$ cat src/hdl/gpab_pkg.sv
package gpab_pkg;
	// Register byte offsets on the APB word map
	localparam logic [7:0] GPAB_OFS_PORTA_LATCH = 8'h00;
	localparam logic [7:0] GPAB_OFS_PORTB_LATCH = 8'h04;
	localparam logic [7:0] GPAB_OFS_PORTA_DIR = 8'h08;
	localparam logic [7:0] GPAB_OFS_PORTB_DIR = 8'h0c;
	localparam logic [7:0] GPAB_OFS_PORTA_PULL = 8'h10;
	localparam logic [7:0] GPAB_OFS_KEYPAD_EN = 8'h14;
	localparam logic [7:0] GPAB_OFS_KEYPAD_POL = 8'h18;
	localparam logic [7:0] GPAB_OFS_ANALOG_SEL = 8'h1c;
	localparam logic [7:0] GPAB_OFS_PORTA_PIN = 8'h20;
	localparam int GPAB_PORT_W = 8;
	localparam logic [7:0] GPAB_DIR_RST = 8'h00;
	localparam logic [7:0] GPAB_PULL_RST = 8'h00;
	localparam logic [7:0] GPAB_KEY_RST = 8'h00;
	localparam logic [7:0] GPAB_ANA_RST = 8'h00;

	// Per-pin controls handed to the pad stage
	typedef struct packed {
		logic [7:0] drive_n;
		logic [7:0] data;
		logic [7:0] pull_up;
		logic [7:0] pull_down;
		logic [7:0] analog;
	} gpab_pad_ctl_t;

	// APB request as one bundle
	typedef struct packed {
		logic sel;
		logic enable;
		logic write;
		logic [7:0] addr;
		logic [31:0] wdata;
	} gpab_apb_req_t;
endpackage

$ cat src/hdl/gpab_sync.sv
`timescale 1ns/1ps
// Two-stage synchroniser for a bus of pin levels
module gpab_sync
	import gpab_pkg::*;
#(
	parameter int W = 8
)
(
	input wire logic clk_sys,
	input wire logic reset_n,
	input wire logic [W-1:0] async_in,
	output logic [W-1:0] sync_out
);
	logic [W-1:0] meta_reg;

	// First stage feeds only the second
	always_ff @(posedge clk_sys or negedge reset_n)
	begin
		if (!reset_n)
		begin
			meta_reg <= '0;
			sync_out <= '0;
		end
		else
		begin
			meta_reg <= async_in;
			sync_out <= meta_reg;
		end
	end
endmodule

$ cat src/hdl/gpab_latch.sv
`timescale 1ns/1ps
// Data latch with no reset: contents survive a reset
module gpab_latch
	import gpab_pkg::*;
#(
	parameter int W = 8
)
(
	input wire logic clk_sys,
	input wire logic wr_en,
	input wire logic [W-1:0] wr_data,
	output logic [W-1:0] q
);
	// Deliberately unreset so software-loaded data outlives reset
	always_ff @(posedge clk_sys)
	begin
		if (wr_en)
			q <= wr_data;
	end
endmodule

$ cat src/hdl/gpab_port.sv
// Design decision made here: the APB register port.
`timescale 1ns/1ps
// Functional notes
// - Port A has eight pins, each with latch, direction and pullup bits.
// - Direction 1 drives the pin; direction 0 makes it an input.
// - Reset clears all port A direction bits.
// - Port A direction register reads back the value last written.
// - Reset leaves the port A latch unchanged.
// - Data read returns the latch bit for output pins.
// - Data read returns the pin level for input pins.
// - Latch writes always update it; input reads still show the pin.
// - Pullup enable 1 connects pullup on an input pin whose keypad enable is 0.
// - Pullup is forced off while the pin is an output.
// - Keypad enable bit makes its port A pin an interrupt input; the code does not force input, so direction 1 still drives the pin.
// - Keypad pins get pullup or pulldown from their polarity bit.
// - Analog select overrides port logic and routes pin as analog.
// - Pins not selected as analog stay ordinary digital I/O.
// - Port B has eight latch bits, direction from port B direction bits.
// - Reset leaves the port B latch unchanged.
// - Reset clears port B direction; direction 1 drives the pin.
module gpab_port
	import gpab_pkg::*;
#(
	parameter int W = GPAB_PORT_W
)
(
	input wire logic clk_sys,
	input wire logic reset_n,
	input wire logic psel,
	input wire logic penable,
	input wire logic pwrite,
	input wire logic [7:0] paddr,
	input wire logic [31:0] pwdata,
	output logic [31:0] prdata,
	output logic pready,
	output logic pslverr,
	input wire logic [W-1:0] porta_in,
	output logic [W-1:0] porta_out,
	output logic [W-1:0] porta_oe_n,
	output logic [W-1:0] porta_pull_up,
	output logic [W-1:0] porta_pull_down,
	output logic [W-1:0] porta_analog,
	output logic [W-1:0] keypad_inputs,
	output logic [W-1:0] keypad_active,
	input wire logic [W-1:0] portb_in,
	output logic [W-1:0] portb_out,
	output logic [W-1:0] portb_oe_n
);
	gpab_apb_req_t req;
	logic wr_cyc;
	logic rd_cyc;
	logic hit;
	logic [W-1:0] porta_latch;
	logic [W-1:0] portb_latch;
	logic [W-1:0] porta_dir_reg;
	logic [W-1:0] portb_dir_reg;
	logic [W-1:0] porta_pull_en_reg;
	logic [W-1:0] keypad_irq_enables_reg;
	logic [W-1:0] keypad_polarity_select_reg;
	logic [W-1:0] analog_sel_reg;
	logic [W-1:0] porta_pin_sync;
	logic [W-1:0] portb_pin_sync;
	logic [31:0] prdata_next;
	gpab_pad_ctl_t pad_a;

	// Gather the bus into one request
	assign req = '{sel: psel, enable: penable, write: pwrite,
		addr: paddr, wdata: pwdata};

	// Zero-wait slave: each access phase completes at once
	assign pready = 1'b1;
	assign wr_cyc = req.sel && req.enable && req.write;
	assign rd_cyc = req.sel && !req.enable && !req.write;

	function automatic logic is_reg(input logic [7:0] a,
		input logic [7:0] ofs);
		is_reg = (a == ofs);
	endfunction

	// Known-address test, used only by the error path
	function automatic logic mapped(input logic [7:0] a);
		mapped = is_reg(a, GPAB_OFS_PORTA_LATCH)
			|| is_reg(a, GPAB_OFS_PORTB_LATCH)
			|| is_reg(a, GPAB_OFS_PORTA_DIR)
			|| is_reg(a, GPAB_OFS_PORTB_DIR)
			|| is_reg(a, GPAB_OFS_PORTA_PULL)
			|| is_reg(a, GPAB_OFS_KEYPAD_EN)
			|| is_reg(a, GPAB_OFS_KEYPAD_POL)
			|| is_reg(a, GPAB_OFS_ANALOG_SEL)
			|| is_reg(a, GPAB_OFS_PORTA_PIN);
	endfunction

	// Read data mux: latch where driven, pin where input
	function automatic logic [W-1:0] data_view(input logic [W-1:0] dir,
		input logic [W-1:0] latch, input logic [W-1:0] pin);
		data_view = (dir & latch) | (~dir & pin);
	endfunction

	assign hit = mapped(req.addr);
	assign pslverr = req.sel && req.enable && !hit;

	// Pin levels are asynchronous, so synchronise before any read
	gpab_sync #(.W(W)) u_sync_a (
		.clk_sys(clk_sys),
		.reset_n(reset_n),
		.async_in(porta_in),
		.sync_out(porta_pin_sync)
	);

	gpab_sync #(.W(W)) u_sync_b (
		.clk_sys(clk_sys),
		.reset_n(reset_n),
		.async_in(portb_in),
		.sync_out(portb_pin_sync)
	);

	// Latches take every write regardless of direction
	gpab_latch #(.W(W)) u_latch_a (
		.clk_sys(clk_sys),
		.wr_en(wr_cyc && is_reg(req.addr, GPAB_OFS_PORTA_LATCH)),
		.wr_data(req.wdata[W-1:0]),
		.q(porta_latch)
	);

	gpab_latch #(.W(W)) u_latch_b (
		.clk_sys(clk_sys),
		.wr_en(wr_cyc && is_reg(req.addr, GPAB_OFS_PORTB_LATCH)),
		.wr_data(req.wdata[W-1:0]),
		.q(portb_latch)
	);

	// Port A direction, cleared to all inputs by reset
	always_ff @(posedge clk_sys or negedge reset_n)
	begin
		if (!reset_n)
			porta_dir_reg <= GPAB_DIR_RST;
		else if (wr_cyc && is_reg(req.addr, GPAB_OFS_PORTA_DIR))
			porta_dir_reg <= req.wdata[W-1:0];
	end

	// Port B direction, cleared to all inputs by reset
	always_ff @(posedge clk_sys or negedge reset_n)
	begin
		if (!reset_n)
			portb_dir_reg <= GPAB_DIR_RST;
		else if (wr_cyc && is_reg(req.addr, GPAB_OFS_PORTB_DIR))
			portb_dir_reg <= req.wdata[W-1:0];
	end

	// Port A pullup enables
	always_ff @(posedge clk_sys or negedge reset_n)
	begin
		if (!reset_n)
			porta_pull_en_reg <= GPAB_PULL_RST;
		else if (wr_cyc && is_reg(req.addr, GPAB_OFS_PORTA_PULL))
			porta_pull_en_reg <= req.wdata[W-1:0];
	end

	// Keypad enables and polarity
	always_ff @(posedge clk_sys or negedge reset_n)
	begin
		if (!reset_n)
		begin
			keypad_irq_enables_reg <= GPAB_KEY_RST;
			keypad_polarity_select_reg <= GPAB_KEY_RST;
		end
		else
		begin
			if (wr_cyc && is_reg(req.addr, GPAB_OFS_KEYPAD_EN))
				keypad_irq_enables_reg <= req.wdata[W-1:0];
			if (wr_cyc && is_reg(req.addr, GPAB_OFS_KEYPAD_POL))
				keypad_polarity_select_reg <= req.wdata[W-1:0];
		end
	end

	// Converter channel select mirror for port A pins
	always_ff @(posedge clk_sys or negedge reset_n)
	begin
		if (!reset_n)
			analog_sel_reg <= GPAB_ANA_RST;
		else if (wr_cyc && is_reg(req.addr, GPAB_OFS_ANALOG_SEL))
			analog_sel_reg <= req.wdata[W-1:0];
	end

	// Pad controls for port A; analog wins over every digital setting
	always_comb
	begin
		// Driver on only for digital output pins
		pad_a.drive_n = ~(porta_dir_reg & ~analog_sel_reg);
		pad_a.data = porta_latch;
		// Keypad pins pick pull direction from polarity
		pad_a.pull_up = ~analog_sel_reg & ~porta_dir_reg
			& ((keypad_irq_enables_reg & ~keypad_polarity_select_reg)
			| (~keypad_irq_enables_reg & porta_pull_en_reg));
		pad_a.pull_down = ~analog_sel_reg & ~porta_dir_reg
			& keypad_irq_enables_reg & keypad_polarity_select_reg;
		pad_a.analog = analog_sel_reg;
	end

	assign porta_out = pad_a.data;
	assign porta_oe_n = pad_a.drive_n;
	assign porta_pull_up = pad_a.pull_up;
	assign porta_pull_down = pad_a.pull_down;
	assign porta_analog = pad_a.analog;

	// Keypad view: digital only on enabled, non-analog pins
	assign keypad_active = keypad_irq_enables_reg & ~analog_sel_reg;
	assign keypad_inputs = porta_pin_sync & keypad_active;

	assign portb_out = portb_latch;
	assign portb_oe_n = ~portb_dir_reg;

	// Read mux, sampled at setup so data comes from flip-flops
	always_comb
	begin
		prdata_next = '0;
		unique case (1'b1)
			is_reg(req.addr, GPAB_OFS_PORTA_LATCH):
				prdata_next[W-1:0] = data_view(porta_dir_reg, porta_latch,
					porta_pin_sync);
			is_reg(req.addr, GPAB_OFS_PORTB_LATCH):
				prdata_next[W-1:0] = data_view(portb_dir_reg, portb_latch,
					portb_pin_sync);
			is_reg(req.addr, GPAB_OFS_PORTA_DIR):
				prdata_next[W-1:0] = porta_dir_reg;
			is_reg(req.addr, GPAB_OFS_PORTB_DIR):
				prdata_next[W-1:0] = portb_dir_reg;
			is_reg(req.addr, GPAB_OFS_PORTA_PULL):
				prdata_next[W-1:0] = porta_pull_en_reg;
			is_reg(req.addr, GPAB_OFS_KEYPAD_EN):
				prdata_next[W-1:0] = keypad_irq_enables_reg;
			is_reg(req.addr, GPAB_OFS_KEYPAD_POL):
				prdata_next[W-1:0] = keypad_polarity_select_reg;
			is_reg(req.addr, GPAB_OFS_ANALOG_SEL):
				prdata_next[W-1:0] = analog_sel_reg;
			is_reg(req.addr, GPAB_OFS_PORTA_PIN):
				prdata_next[W-1:0] = porta_pin_sync;
			default:
				prdata_next = '0;
		endcase
	end

	// Capture read data in the setup cycle
	always_ff @(posedge clk_sys or negedge reset_n)
	begin
		if (!reset_n)
			prdata <= '0;
		else if (rd_cyc)
			prdata <= prdata_next;
	end
endmodule

$ cat config.mk
export PLATFORM = sky130hd
export DESIGN_NAME = gpab_port
export DESIGN_NICKNAME = d
export VERILOG_FILES = /design/src/hdl/gpab_pkg.sv /design/src/hdl/gpab_sync.sv /design/src/hdl/gpab_latch.sv /design/src/hdl/gpab_port.sv
export SDC_FILE = /design/constraint.sdc
export NUM_CORES = 1
export LEC_CHECK = 0
export BUFFER_PORTS_ARGS = -buffer_cell sky130_fd_sc_hd__buf_4
export CORE_UTILIZATION = 29
export DETAILED_ROUTE_END_ITERATION = 8
export GPL_ROUTABILITY_DRIVEN = 0
export PLACE_DENSITY_LB_ADDON = 0.12
export SLEW_MARGIN = 20
export SYNTH_ARGS = -nofsm -noshare
export SYNTH_HDL_FRONTEND = slang
export SYNTH_HIERARCHICAL = 1
export SYNTH_SLANG_ARGS = --single-unit
$ cat constraint.sdc
create_clock -name clk_sys -period 2.5 [get_ports clk_sys]
set_input_delay 0.25 -clock clk_sys [delete_from_list [all_inputs] [get_ports clk_sys]]
set_output_delay 0.25 -clock clk_sys [all_outputs]
set_load 0.02 [all_outputs]
# Word level (Yosys, flattened, before mapping)
# Index checks and enable logic that the tools add are counted.
[word_totals]
regBits = 104
input_bits = 61
out_inout_bits = 106
wordCells = 69
[op_classes]
muxes = 1
n_bitwise = 22
reduce_logical = 25
n_eq_ne = 8
[ops]
columns = ["cell", "count"]
rows = [
  ["AND 8 bit", 13],
  ["case mux 8 bit (9 select lines)", 1],
  ["inverter 8 bit", 6],
  ["== test 8 x 5 -> 1 bit (second input constant)", 4],
  ["OR 8 bit", 3],
  ["== test 8 x 4 -> 1 bit (second input constant)", 2],
  ["logical AND 1 bit", 13],
  ["== test 8 x 3 -> 1 bit (second input constant)", 1],
  ["== test 8 x 6 -> 1 bit (second input constant)", 1],
  ["logical NOT 8 bit", 1],
  ["logical OR 1 bit", 8],
  ["logical NOT 1 bit", 3],
]

# Logic depth before layout (Yosys ltp)
# Gate-level depths: netlist (run 1).
[depth]
word_depth = 11
ltp_mapped = 9
depth_no_buf = 5

# Cells and area by module
# The synthesis (run 1) kept the hierarchy.
[modules_own_cells]
columns = ["mod", "seq_area_each_um2", "cells_each", "area_per_inst_um2", "n_inst"]
rows = [
  ["gpab_port", 1401.3, 348, 3587.2, 1],
  ["gpab_sync", 400.4, 16, 400.4, 2],
  ["gpab_latch", 240.2, 8, 240.2, 2],
]

# Worst setup path after synthesis (run 1)
# OpenSTA, ideal clock, no wires.
[synth_path]
path_type = "input -> register"
from = "in paddr[5]"
to = "reg u_latch_a.q[0] (enable)"
slack_ns = 0.380
required_time_ns = 2.115
setup_ns = 0.385
stages = 3
arrival_time_ns = 1.735
n_path_buf = 0
path_cell_list = "or3_4 > or3_1 > nor3b_1"
[synth_between]
elab_chain_len = 2
[synth_lines]
columns = ["element", "line_no", "rtl"]
rows = [
  ["from (decl)", "gpab_port.sv:32", "input wire logic [7:0] paddr,"],
  ["logical NOT 8 bit", "gpab_port.sv:77", "is_reg = (a == ofs);"],
  ["logical AND 1 bit", "gpab_port.sv:120", ".wr_en(wr_cyc && is_reg(req.addr, GPAB_OFS_PORTA_LATCH)),"],
  ["to (signal assigned)", "gpab_latch.sv:18", "q <= wr_data;"],
  ["to (decl)", "gpab_latch.sv:12", "output logic [W-1:0] q"],
]
# No other way between the ends.
# A chain may end at the register's enable or synchronous reset.

# Worst setup path after layout (run 1)
[layout_path]
from = "in paddr[3]"
to = "out pslverr"
[layout_between]
elab_chain_len = 11
elab_cells_between_ends = 19
classes_between = "8 x eq/ne; 11 x reduce/logical"
[layout_lines]
columns = ["element", "line_no", "rtl"]
rows = [
  ["== test 8 x 3 -> 1 bit / logical NOT 8 bit (equally long branches)", "gpab_port.sv:77", ""],
  ["logical OR 1 bit", "gpab_port.sv:83", "|| is_reg(a, GPAB_OFS_PORTB_LATCH)"],
  ["logical OR 1 bit", "gpab_port.sv:84", "|| is_reg(a, GPAB_OFS_PORTA_DIR)"],
  ["logical OR 1 bit", "gpab_port.sv:85", "|| is_reg(a, GPAB_OFS_PORTB_DIR)"],
  ["logical OR 1 bit", "gpab_port.sv:86", "|| is_reg(a, GPAB_OFS_PORTA_PULL)"],
  ["logical OR 1 bit", "gpab_port.sv:87", "|| is_reg(a, GPAB_OFS_KEYPAD_EN)"],
  ["logical OR 1 bit", "gpab_port.sv:88", "|| is_reg(a, GPAB_OFS_KEYPAD_POL)"],
  ["logical OR 1 bit", "gpab_port.sv:89", "|| is_reg(a, GPAB_OFS_ANALOG_SEL)"],
  ["logical OR 1 bit (*)", "gpab_port.sv:90", "|| is_reg(a, GPAB_OFS_PORTA_PIN);"],
  ["logical NOT 1 bit (*)", "gpab_port.sv:100", "assign pslverr = req.sel && req.enable && !hit;"],
  ["logical AND 1 bit (*)", "gpab_port.sv:100", ""],
  ["to (decl)", "gpab_port.sv:36", "output logic pslverr,"],
]
# Mark *: on every way between the ends. The rest lies on a longest branch, timed or not.

==> results.md, run 1 <==
* CP arrival at ~1.6 ns
* Final Non-Filler Cells at roughly 760
* Placed instance count at 732
* Initial antenna violation count at 0
* Status: finished, final reports clean
* Rel. slew slack at 0.587
* Crit. End Element: output port
* Top-area cell type share of the netlist area at 0.452
* Top Ports at 167
* Cell area after synthesis at 0.00487 mm2
* Bufs on Longest Clock Path at 2
* Clock transition at path regs at 0.06 ns
* PwrDens at around 540 mW/mm2
* Final Hold Fails at 0
* Via/cell ratio at 4.70
* Largest cells by area after synthesis: dfrtp_1 45%, mux2_2 12%, edfxtp_1 9.9%, buf_4 4.0%, mux2i_1 3.3%
* Fill count at 1645
* FFs w/ async S/R, synth at 0.846
* Yosys top cell by area: dfrtp_1
* Syn Area/Cell at around 12 um2
* Synth Register Bits at 104
* Die width at between 100 and 150 um
* Synth top cells by count: 88 x dfrtp_1, 51 x mux2_2, 26 x buf_4, 21 x inv_1, 19 x o21ai_0
* Lkg Pwr at around 3.0 nW
* Root cell of the clock tree: clkbuf_16
* Unique cell type count in the Yosys netlist at 48
* Largest stage delay, worst path at ~0.32 ns
* CTS tree: yes
* CP max FO at 37
* Clock latency on the worst-skew pair at between 0.3 and 0.4 ns
* Port Buf Inserts at about 120
* Hold_sp: portb_in[7]
* Layout Skew at ~0.0044 ns
* Die Y at 132 um
* Max Slew Vio Count at 0
* Worst VDD drop at slightly above 0.3 mV
* Antenna diode count at 0
* CTS buffer count at 9
* Worst reg-to-reg path cell count at 5
* Post-CTS setup buffers at 0
* Worst path cell trace: buf_4, nor4_2, nand4_1, and4_1, buf_4
* Clk sinks at roughly 100
* Worst slew pin tran at ~0.62 ns
* Register area share after synthesis at 0.551
* Final Net Count at 600
* Antenna-violating nets left at 0
* R2r endpoint: prdata[3]$_DFFE_PN0P_
* Worst min-delay path category: input pin to register
* Top-count cell post-synth: dfrtp_1
* Worst setup path startpoint: paddr[3]
* H-tree depth at 3
* Final WL at 13600 um
* Minimum clock period at between 1.5 and 2 ns
* Finished Cell Area at around 0.0064 mm2
* Cell mode on critical path: buf_4
* Startpoint Class: input pin
* Global-route wire length before repair at roughly 21000 um
* R2R setup slack at 0.92 ns
* Cells after Synth at between 300 and 400
* GRT overflow at 0
* DP Area at 0.00598 mm2
* Ys flop type: dfrtp_1
* Number of max-cap violations at 0
* Crit Path Category: input pin to output port
* Initial DRC Count at 150
* WHS Endpoint: u_sync_b/meta_reg[7]$_DFF_PN0_
* EDFF count, synth at 16
* Global-route usage over all layers at 0.164
* Initial Util at 0.296
* Fmax at ~540 MHz
* Warnings, synthesis at 6
* Largest net degree at the start of global routing at 46
* RSZ-0062 raised after global routing: no
* Pre-Repair DR Iteration Count at 4
* Worst r2r src: portb_dir_reg[3]$_DFFE_PN0P_
* Synthesis-to-layout area growth at 32.0%
* Die footprint at around 0.017 mm2
* Per-cell routed wire length at between 15 and 20 um
* # rows at 47
* Vias at ~3600
* Post-Route Setup TNS at 0 ns
* Vias in the first global route at 3621
* Worst EP required at 2.25 ns
* Critical path's slowest cell: nor4_2
* Layout cells sized above 1 at 0.396
* # DRC at 0
* Final period utilization at 0.736
* Hold Crit Depth at 1
* Core area at about 0.016 mm2
* Hpwl dp at about 9500 um
* Final setup fails at 0
[how the worst max path moves through the flow]
stage          cells after the start                                   endpoint  slack (ns)
2_1_floorplan                      3                   u_latch_a/q[0]$_DFFE_PP_        0.38
3_3_place_gp                       5  keypad_polarity_select_reg[1]$_DFFE_PN0P_        0.49
3_5_place_dp                       5  keypad_polarity_select_reg[4]$_DFFE_PN0P_        0.47
4_1_cts                            5                                    pslverr        0.66
5_1_grt                            5                                    pslverr        0.55
6_report                           5                                    pslverr        0.66
[per-stage QoR]
stage | util | hold slack, ns | worst slack [ns] | power, W
after floorplan | - | -0.0456 | 0.380 | 0.00198
after global placement | 0.363 | 0.311 | 0.488 | 0.00210
after detailed placement | 0.363 | 0.319 | 0.473 | 0.00210
after CTS | 0.390 | 0.00500 | 0.657 | 0.00353
after global routing | 0.390 | 0.00539 | 0.547 | 0.00363
final | 0.390 | 0.0150 | 0.659 | 0.00347
[timing repair]
action	4_1_cts	5_1_grt
hold buffers	16	0
gates resized for setup	0	0
hold endpoints to repair	59	0
[critical path: cells and delay by family]
family,cells,cell delay [ns]
AND/OR/NAND/NOR,3,0.91
buffers and inverters,2,0.41
[per-layer routing]
metal	wire (um)	GRT usage	up-vias
met3	815	0.0421	13
met4	169	0.0465	0
met5	0	0	-
met2	6340	0.254	118
li1	-	-	1654
met1	6270	0.225	1803
[layout make-up]
cell class,count,area (um2),share of cell area
flip-flops and latches,104,2680,0.417
repair buffers,145,1140,0.178
clock inverters,6,61.3,0.00954
multi-input cells,258,1960,0.305
inverters,21,78.8,0.0123
clock buffers,9,225,0.0350
well taps,220,275,0.0428
[kinds of logic after synthesis]
| kind of cell | Yosys count | share of synthesized area |
|---|---|---|
| and+or+nand+nor | 106 | 0.138 |
| DFF | 104 | 0.551 |
| muxes | 70 | 0.165 |
| AOI/OAI and AO/OA | 57 | 0.0794 |
| buffers and inverters | 57 | 0.0655 |
| other | 2 | 0.00154 |
[layout by cell type, fill, tap and decap left out, drive strengths merged, types with 14 or more instances in the layout]
cell and instances:
buf 129, conb 25, dfrtp 88, dlygate4sd3 16
edfxtp 16, inv 21, mux2 51, mux2i 16
nand2b 14, nor2 16, nor3 14, o21ai 19
[power breakdown]
| group | internal [W] | switching (W) |
|---|---|---|
| clock network | 0.000767 | 0.000614 |
| logic | 0.000121 | 0.000184 |
| registers | 0.00176 | 0.0000228 |
Note: power is estimated with default switching activity, not from simulation.
==> inputs of run 2 (changes only) <==
==> constraint.sdc (replaced) <==
create_clock -name clk_sys -period 1.7 [get_ports clk_sys]
set_input_delay 0.17 -clock clk_sys [delete_from_list [all_inputs] [get_ports clk_sys]]
set_output_delay 0.17 -clock clk_sys [all_outputs]
set_load 0.02 [all_outputs]
==> results.md, run 2 (synthesis gave the netlist of run 1 again) <==
* Global-route usage over all layers at 0.166
* Hpwl dp at ~10000 um
* CTS tree: yes
* Die width at between 100 and 150 um
* Switch Pwr at between 0.001 and 0.0015 W
* Fill count at 1635
* Worst VDD drop at ~0.5 mV
* Root cell of the clock tree: clkbuf_16
* Layout cells sized above 1 at 0.430
* Vias at approximately 3600
* Final Hold Fails at 0
* Number of max-cap violations at 0
* Antenna diode count at 0
* Synthesis-to-layout area growth at 37.3%
* # rows at 47
* CTS buffer count at 9
* Crit. End Element: output port
* Core area at 0.0165 mm2
* Pre-Repair DR Iteration Count at 4
* Max Slew Vio Count at 0
* Most common cell after layout, fill and taps aside: buf_4
* Minimum clock period at ~1.6 ns
* Fmax at between 600 and 700 MHz
* Worst path cell trace: buf_4, nor2b_1, nor3b_1, buf_4
* CP arrival at ~1.4 ns
* Switch share at 0.257
* Clock transition at path regs at about 0.08 ns
* GRT overflow at 0
* Port Buf Inserts at between 100 and 150
* Min setup slack post-route at between 0.1 and 0.15 ns
* Initial DRC Count at 176
* Final period utilization at 0.935
* Clock Power Share at 0.396
* CP max FO at 5
* Layout Skew at about 0.0053 ns
* Final setup fails at 0
* Commonest cells after routing, fill and taps aside: 151 x buf_4, 88 x dfrtp_1, 51 x mux2_2
* Worst min-delay path category: input pin to register
* Register share of total power at 0.509
* # DRC at 0
* Critical path's slowest cell: dfrtp_1
* Cell mode on critical path: buf_4
* Final core utilization at 0.406
* Pre-CTS WS at -0.192 ns
* Startpoint Class: register
* H-tree depth at 3
* Initial antenna violation count at 0
* Worst EP required at 1.53 ns
* Initial Util at 0.296
* Largest stage delay, worst path at around 0.38 ns
* Largest net degree at the start of global routing at 89
* Clk sinks at approximately 100
* Lkg Pwr at between 3 and 4 nW
* Final WL at ~14000 um
* PwrDens at 768 mW/mm2
* Worst reg-to-reg path cell count at 5
* Antenna-violating nets left at 0
* Status: finished, final reports clean
* Crit Path Category: register to output port
* Hold Crit Depth at 1
* Logic gate share of total power at 0.095
* Per-cell routed wire length at about 17 um
* Global-route wire length before repair at roughly 22000 um
* Vias in the first global route at 3736
* RSZ-0062 raised after global routing: no
* Clock latency on the worst-skew pair at about 0.36 ns
* Die Y at roughly 130 um
* Die footprint at between 0.015 and 0.02 mm2
* Via/cell ratio at between 4 and 5
* Bufs on Longest Clock Path at 2
* Final Net Count at 626
* Top Ports at 167
* Power Internal at approximately 0.0038 W
[run 2: cell types whose count changed in the layout (fill, tap and decap cells not counted), sizes merged]
cell	change
dlygate4sd3	+1
buf	+25
inv	+3
clkinv	-1
bufinv	-1
[run 2: through the flow]
stage          power [W]  area (um2)  instances  hold slack, ns  setup TNS [ns]
2_1_floorplan    0.00291        4980        419          -0.126               0
3_3_place_gp     0.00312        6210        757           0.257           -5.54
3_5_place_dp     0.00313        6210        757           0.266           -6.17
4_1_cts          0.00522        6670        790          0.0390               0
5_1_grt          0.00534        6680        790          0.0427               0
6_report         0.00513        6680        790          0.0495               0
[run 2: final timing paths]
kind / start / to / slack [ns]
min in group asynchronous: reset_n / porta_analog[3]$_DFFE_PN0P_ / 0.41
max in group asynchronous: reset_n / u_sync_b/sync_out[2]$_DFF_PN0_ / 0.93
worst min-delay path: pwdata[0] / u_latch_a/q[0]$_DFFE_PP_ / 0.05
worst max-delay path: porta_analog[2]$_DFFE_PN0P_ / porta_pull_down[2] / 0.11
worst max register to register: portb_dir_reg[3]$_DFFE_PN0P_ / prdata[3]$_DFFE_PN0P_ / 0.13
worst min register to register: u_sync_a/meta_reg[3]$_DFF_PN0_ / u_sync_a/sync_out[3]$_DFF_PN0_ / 0.35
[run 2: per-layer routing]
layer  up-vias  track usage  share of wire
li1       1711            -              -
met1      1804        0.226           0.47
met2       110        0.262           0.48
met3        14       0.0382          0.044
met4         0       0.0478          0.014
met5         -            0              0
[run 2: power groups by stage]
stage | combinational (W) | clock [W] | sequential, W
floorplan | 0.000255 | 0 | 0.00266
finish | 0.000486 | 0.00203 | 0.00261
detailed placement | 0.000461 | 0 | 0.00267
global placement | 0.000458 | 0 | 0.00266
CTS | 0.000493 | 0.00211 | 0.00261
global route | 0.000530 | 0.00218 | 0.00262
[run 2: critical path, delay by kind of cell (launching register included)]
kind,cells,cell delay (ns)
flip-flops,1,0.38
AND/OR/NAND/NOR,2,0.37
buffers and inverters,2,0.32
[run 2: layout make-up]
cell class	instances	area (um2)	share of cell area
multi-input combinational	258	1990	0.298
tap	220	275	0.0412
timing repair buffer	171	1360	0.204
clock buffer	9	225	0.0337
sequential	104	2680	0.401
clock inverter	7	65.1	0.00973
inverter	21	78.8	0.0118
[run 2: what timing repair did]
item	in CTS	in global routing
setup endpoints to repair	0	2
resized for setup	0	3
hold buffers	17	0
setup buffers	0	0
hold endpoints to repair	104	0
==> inputs of run 3 (changes only) <==
--- a/config.mk
+++ b/config.mk
@@ -7,6 +7,7 @@
 export LEC_CHECK = 0
 export BUFFER_PORTS_ARGS = -buffer_cell sky130_fd_sc_hd__buf_4
 export CORE_UTILIZATION = 29
+export CTS_CLUSTER_DIAMETER = 40
 export DETAILED_ROUTE_END_ITERATION = 8
 export GPL_ROUTABILITY_DRIVEN = 0
 export PLACE_DENSITY_LB_ADDON = 0.12
==> constraint.sdc (replaced) <==
create_clock -name clk_sys -period 2 [get_ports clk_sys]
set_input_delay 0.2 -clock clk_sys [delete_from_list [all_inputs] [get_ports clk_sys]]
set_output_delay 0.2 -clock clk_sys [all_outputs]
set_load 0.02 [all_outputs]
==> results.md, run 3 (synthesis gave the netlist of run 1 again) <==
* Fmax at between 500 and 600 MHz
* PwrDens at between 600 and 700 mW/mm2
* Reg area at 0.00268 mm2
* Finished Cell Area at 0.00655 mm2
* DP Area at a little over 0.006 mm2
* Synthesis-to-layout area growth at 34.6%
* Final setup fails at 0
* Die width at roughly 130 um
* # rows at 47
* Hold slack at ~0.079 ns
* H-tree depth at 3
* Post_cts resized at 0
* Commonest cells after routing, fill and taps aside: 140 x buf_4, 88 x dfrtp_1, 51 x mux2_2
* Initial Util at 0.296
* Cell mode on critical path: buf_4
* Final WL at approximately 13000 um
* Number of max-cap violations at 0
* Lkg Pwr at between 3 and 4 nW
* Initial DRC Count at 177
* Bufs on Longest Clock Path at 2
* Multi-input gate area at between 0.0015 and 0.002 mm2
* Global-route usage over all layers at 0.165
* Hpwl dp at slightly below 10000 um
* Largest net degree at the start of global routing at 47
* Top Ports at ~170
* Vias at approximately 3500
* Port Buf Inserts at around 120
* Hold buffers post-CTS at 17
* GR peak layer: met2
* RSZ-0062 raised after global routing: no
* Met2 Usage GRT at 0.266
* Met1 usage at 0.221
* Worst path cell trace: buf_4, nor2_1, nand2_1, and4_1, buf_4
* Rel. slew slack at 0.577
* Via/cell ratio at between 4 and 5
* Crit. End Element: output port
* Worst VDD drop at a little under 0.4 mV
* Largest stage delay, worst path at around 0.5 ns
* CTS tree: yes
* Post-CTS setup buffers at 0
* Final core utilization at 0.398
* Antenna diode count at 0
* Crit Path Category: input pin to output port
* Worst slew pin tran at between 0.6 and 0.7 ns
* Initial antenna violation count at 0
* Status: finished, final reports clean
* Clock latency on the worst-skew pair at between 0.3 and 0.4 ns
* Root cell of the clock tree: clkbuf_16
* Minimum clock period at between 1.5 and 2 ns
* Worst EP required at ~1.8 ns
* Core area at 0.0165 mm2
* Global-route wire length before repair at about 21000 um
* Clk sinks at approximately 100
* Post-Route Setup TNS at 0 ns
* Max Slew Vio Count at 0
* Power Total at between 0.004 and 0.005 W
* CTS buffer count at 9
* Startpoint Class: input pin
* Clock transition at path regs at roughly 0.07 ns
* Vias in the first global route at approximately 3600
* CP arrival at around 1.5 ns
* Final Net Count at about 600
* Most common cell after layout, fill and taps aside: buf_4
* M3 GR Usage at 0.0424
* Die footprint at ~0.017 mm2
* Worst min-delay path category: input pin to register
* Per-cell routed wire length at ~17 um
* Antenna-violating nets left at 0
* Layout Skew at about 0.0056 ns
* Layout cells sized above 1 at 0.404
* GRT overflow at 0
* Final Hold Fails at 0
* Die Y at around 130 um
* # DRC at 0
* Pre-Repair DR Iteration Count at 4
* Final period utilization at 0.850
* Critical path's slowest cell: nor2_1
* CP max FO at 7
* Fill count at between 1500 and 2000
[run 3: cell type report]
cell class,instances,area share
flip-flops and latches,104,0.409
well taps,220,0.0420
repair buffers,158,0.189
inverters,21,0.0120
multi-input cells,258,0.300
clock inverters,6,0.0128
clock buffers,10,0.0349
[run 3: final timing paths]
path,start,end,slack [ns],cells past startpoint
min in group asynchronous,reset_n,u_sync_a/sync_out[3]$_DFF_PN0_,0.41,2
worst min register to register,u_sync_a/meta_reg[1]$_DFF_PN0_,u_sync_a/sync_out[1]$_DFF_PN0_,0.34,0
worst max-delay path,paddr[1],pslverr,0.30,5
worst max register to register,porta_analog[5]$_DFFE_PN0P_,prdata[5]$_DFFE_PN0P_,0.46,4
max in group asynchronous,reset_n,keypad_irq_enables_reg[2]$_DFFE_PN0P_,0.99,3
worst min-delay path,pwdata[0],u_latch_b/q[0]$_DFFE_PP_,0.08,1
[run 3: stage by stage]
stage / worst slack [ns] / instances
CTS: 0.296 / 777
detailed placement: 0.0393 / 744
floorplan: 0.177 / 419
finish: 0.299 / 777
global route: 0.169 / 777
global placement: 0.0358 / 744
[run 3: critical path, delay by kind of cell]
family / cells / cell delay [ns]
AND/OR/NAND/NOR: 3 / 1.01
buffers and inverters: 2 / 0.28
[run 3: per-layer routing]
metal | routed length, um | part of all wire
met2 | 6490 | 0.48
met5 | 0 | 0
met4 | 133 | 0.0099
met1 | 6250 | 0.46
met3 | 624 | 0.046
[run 3: power breakdown]
group	internal (W)	total (W)	switching [W]	leakage, nW
combinational	0.000160	0.000389	0.000229	1.58
clock	0.00109	0.00188	0.000787	0.148
sequential	0.00219	0.00222	0.0000296	1.30
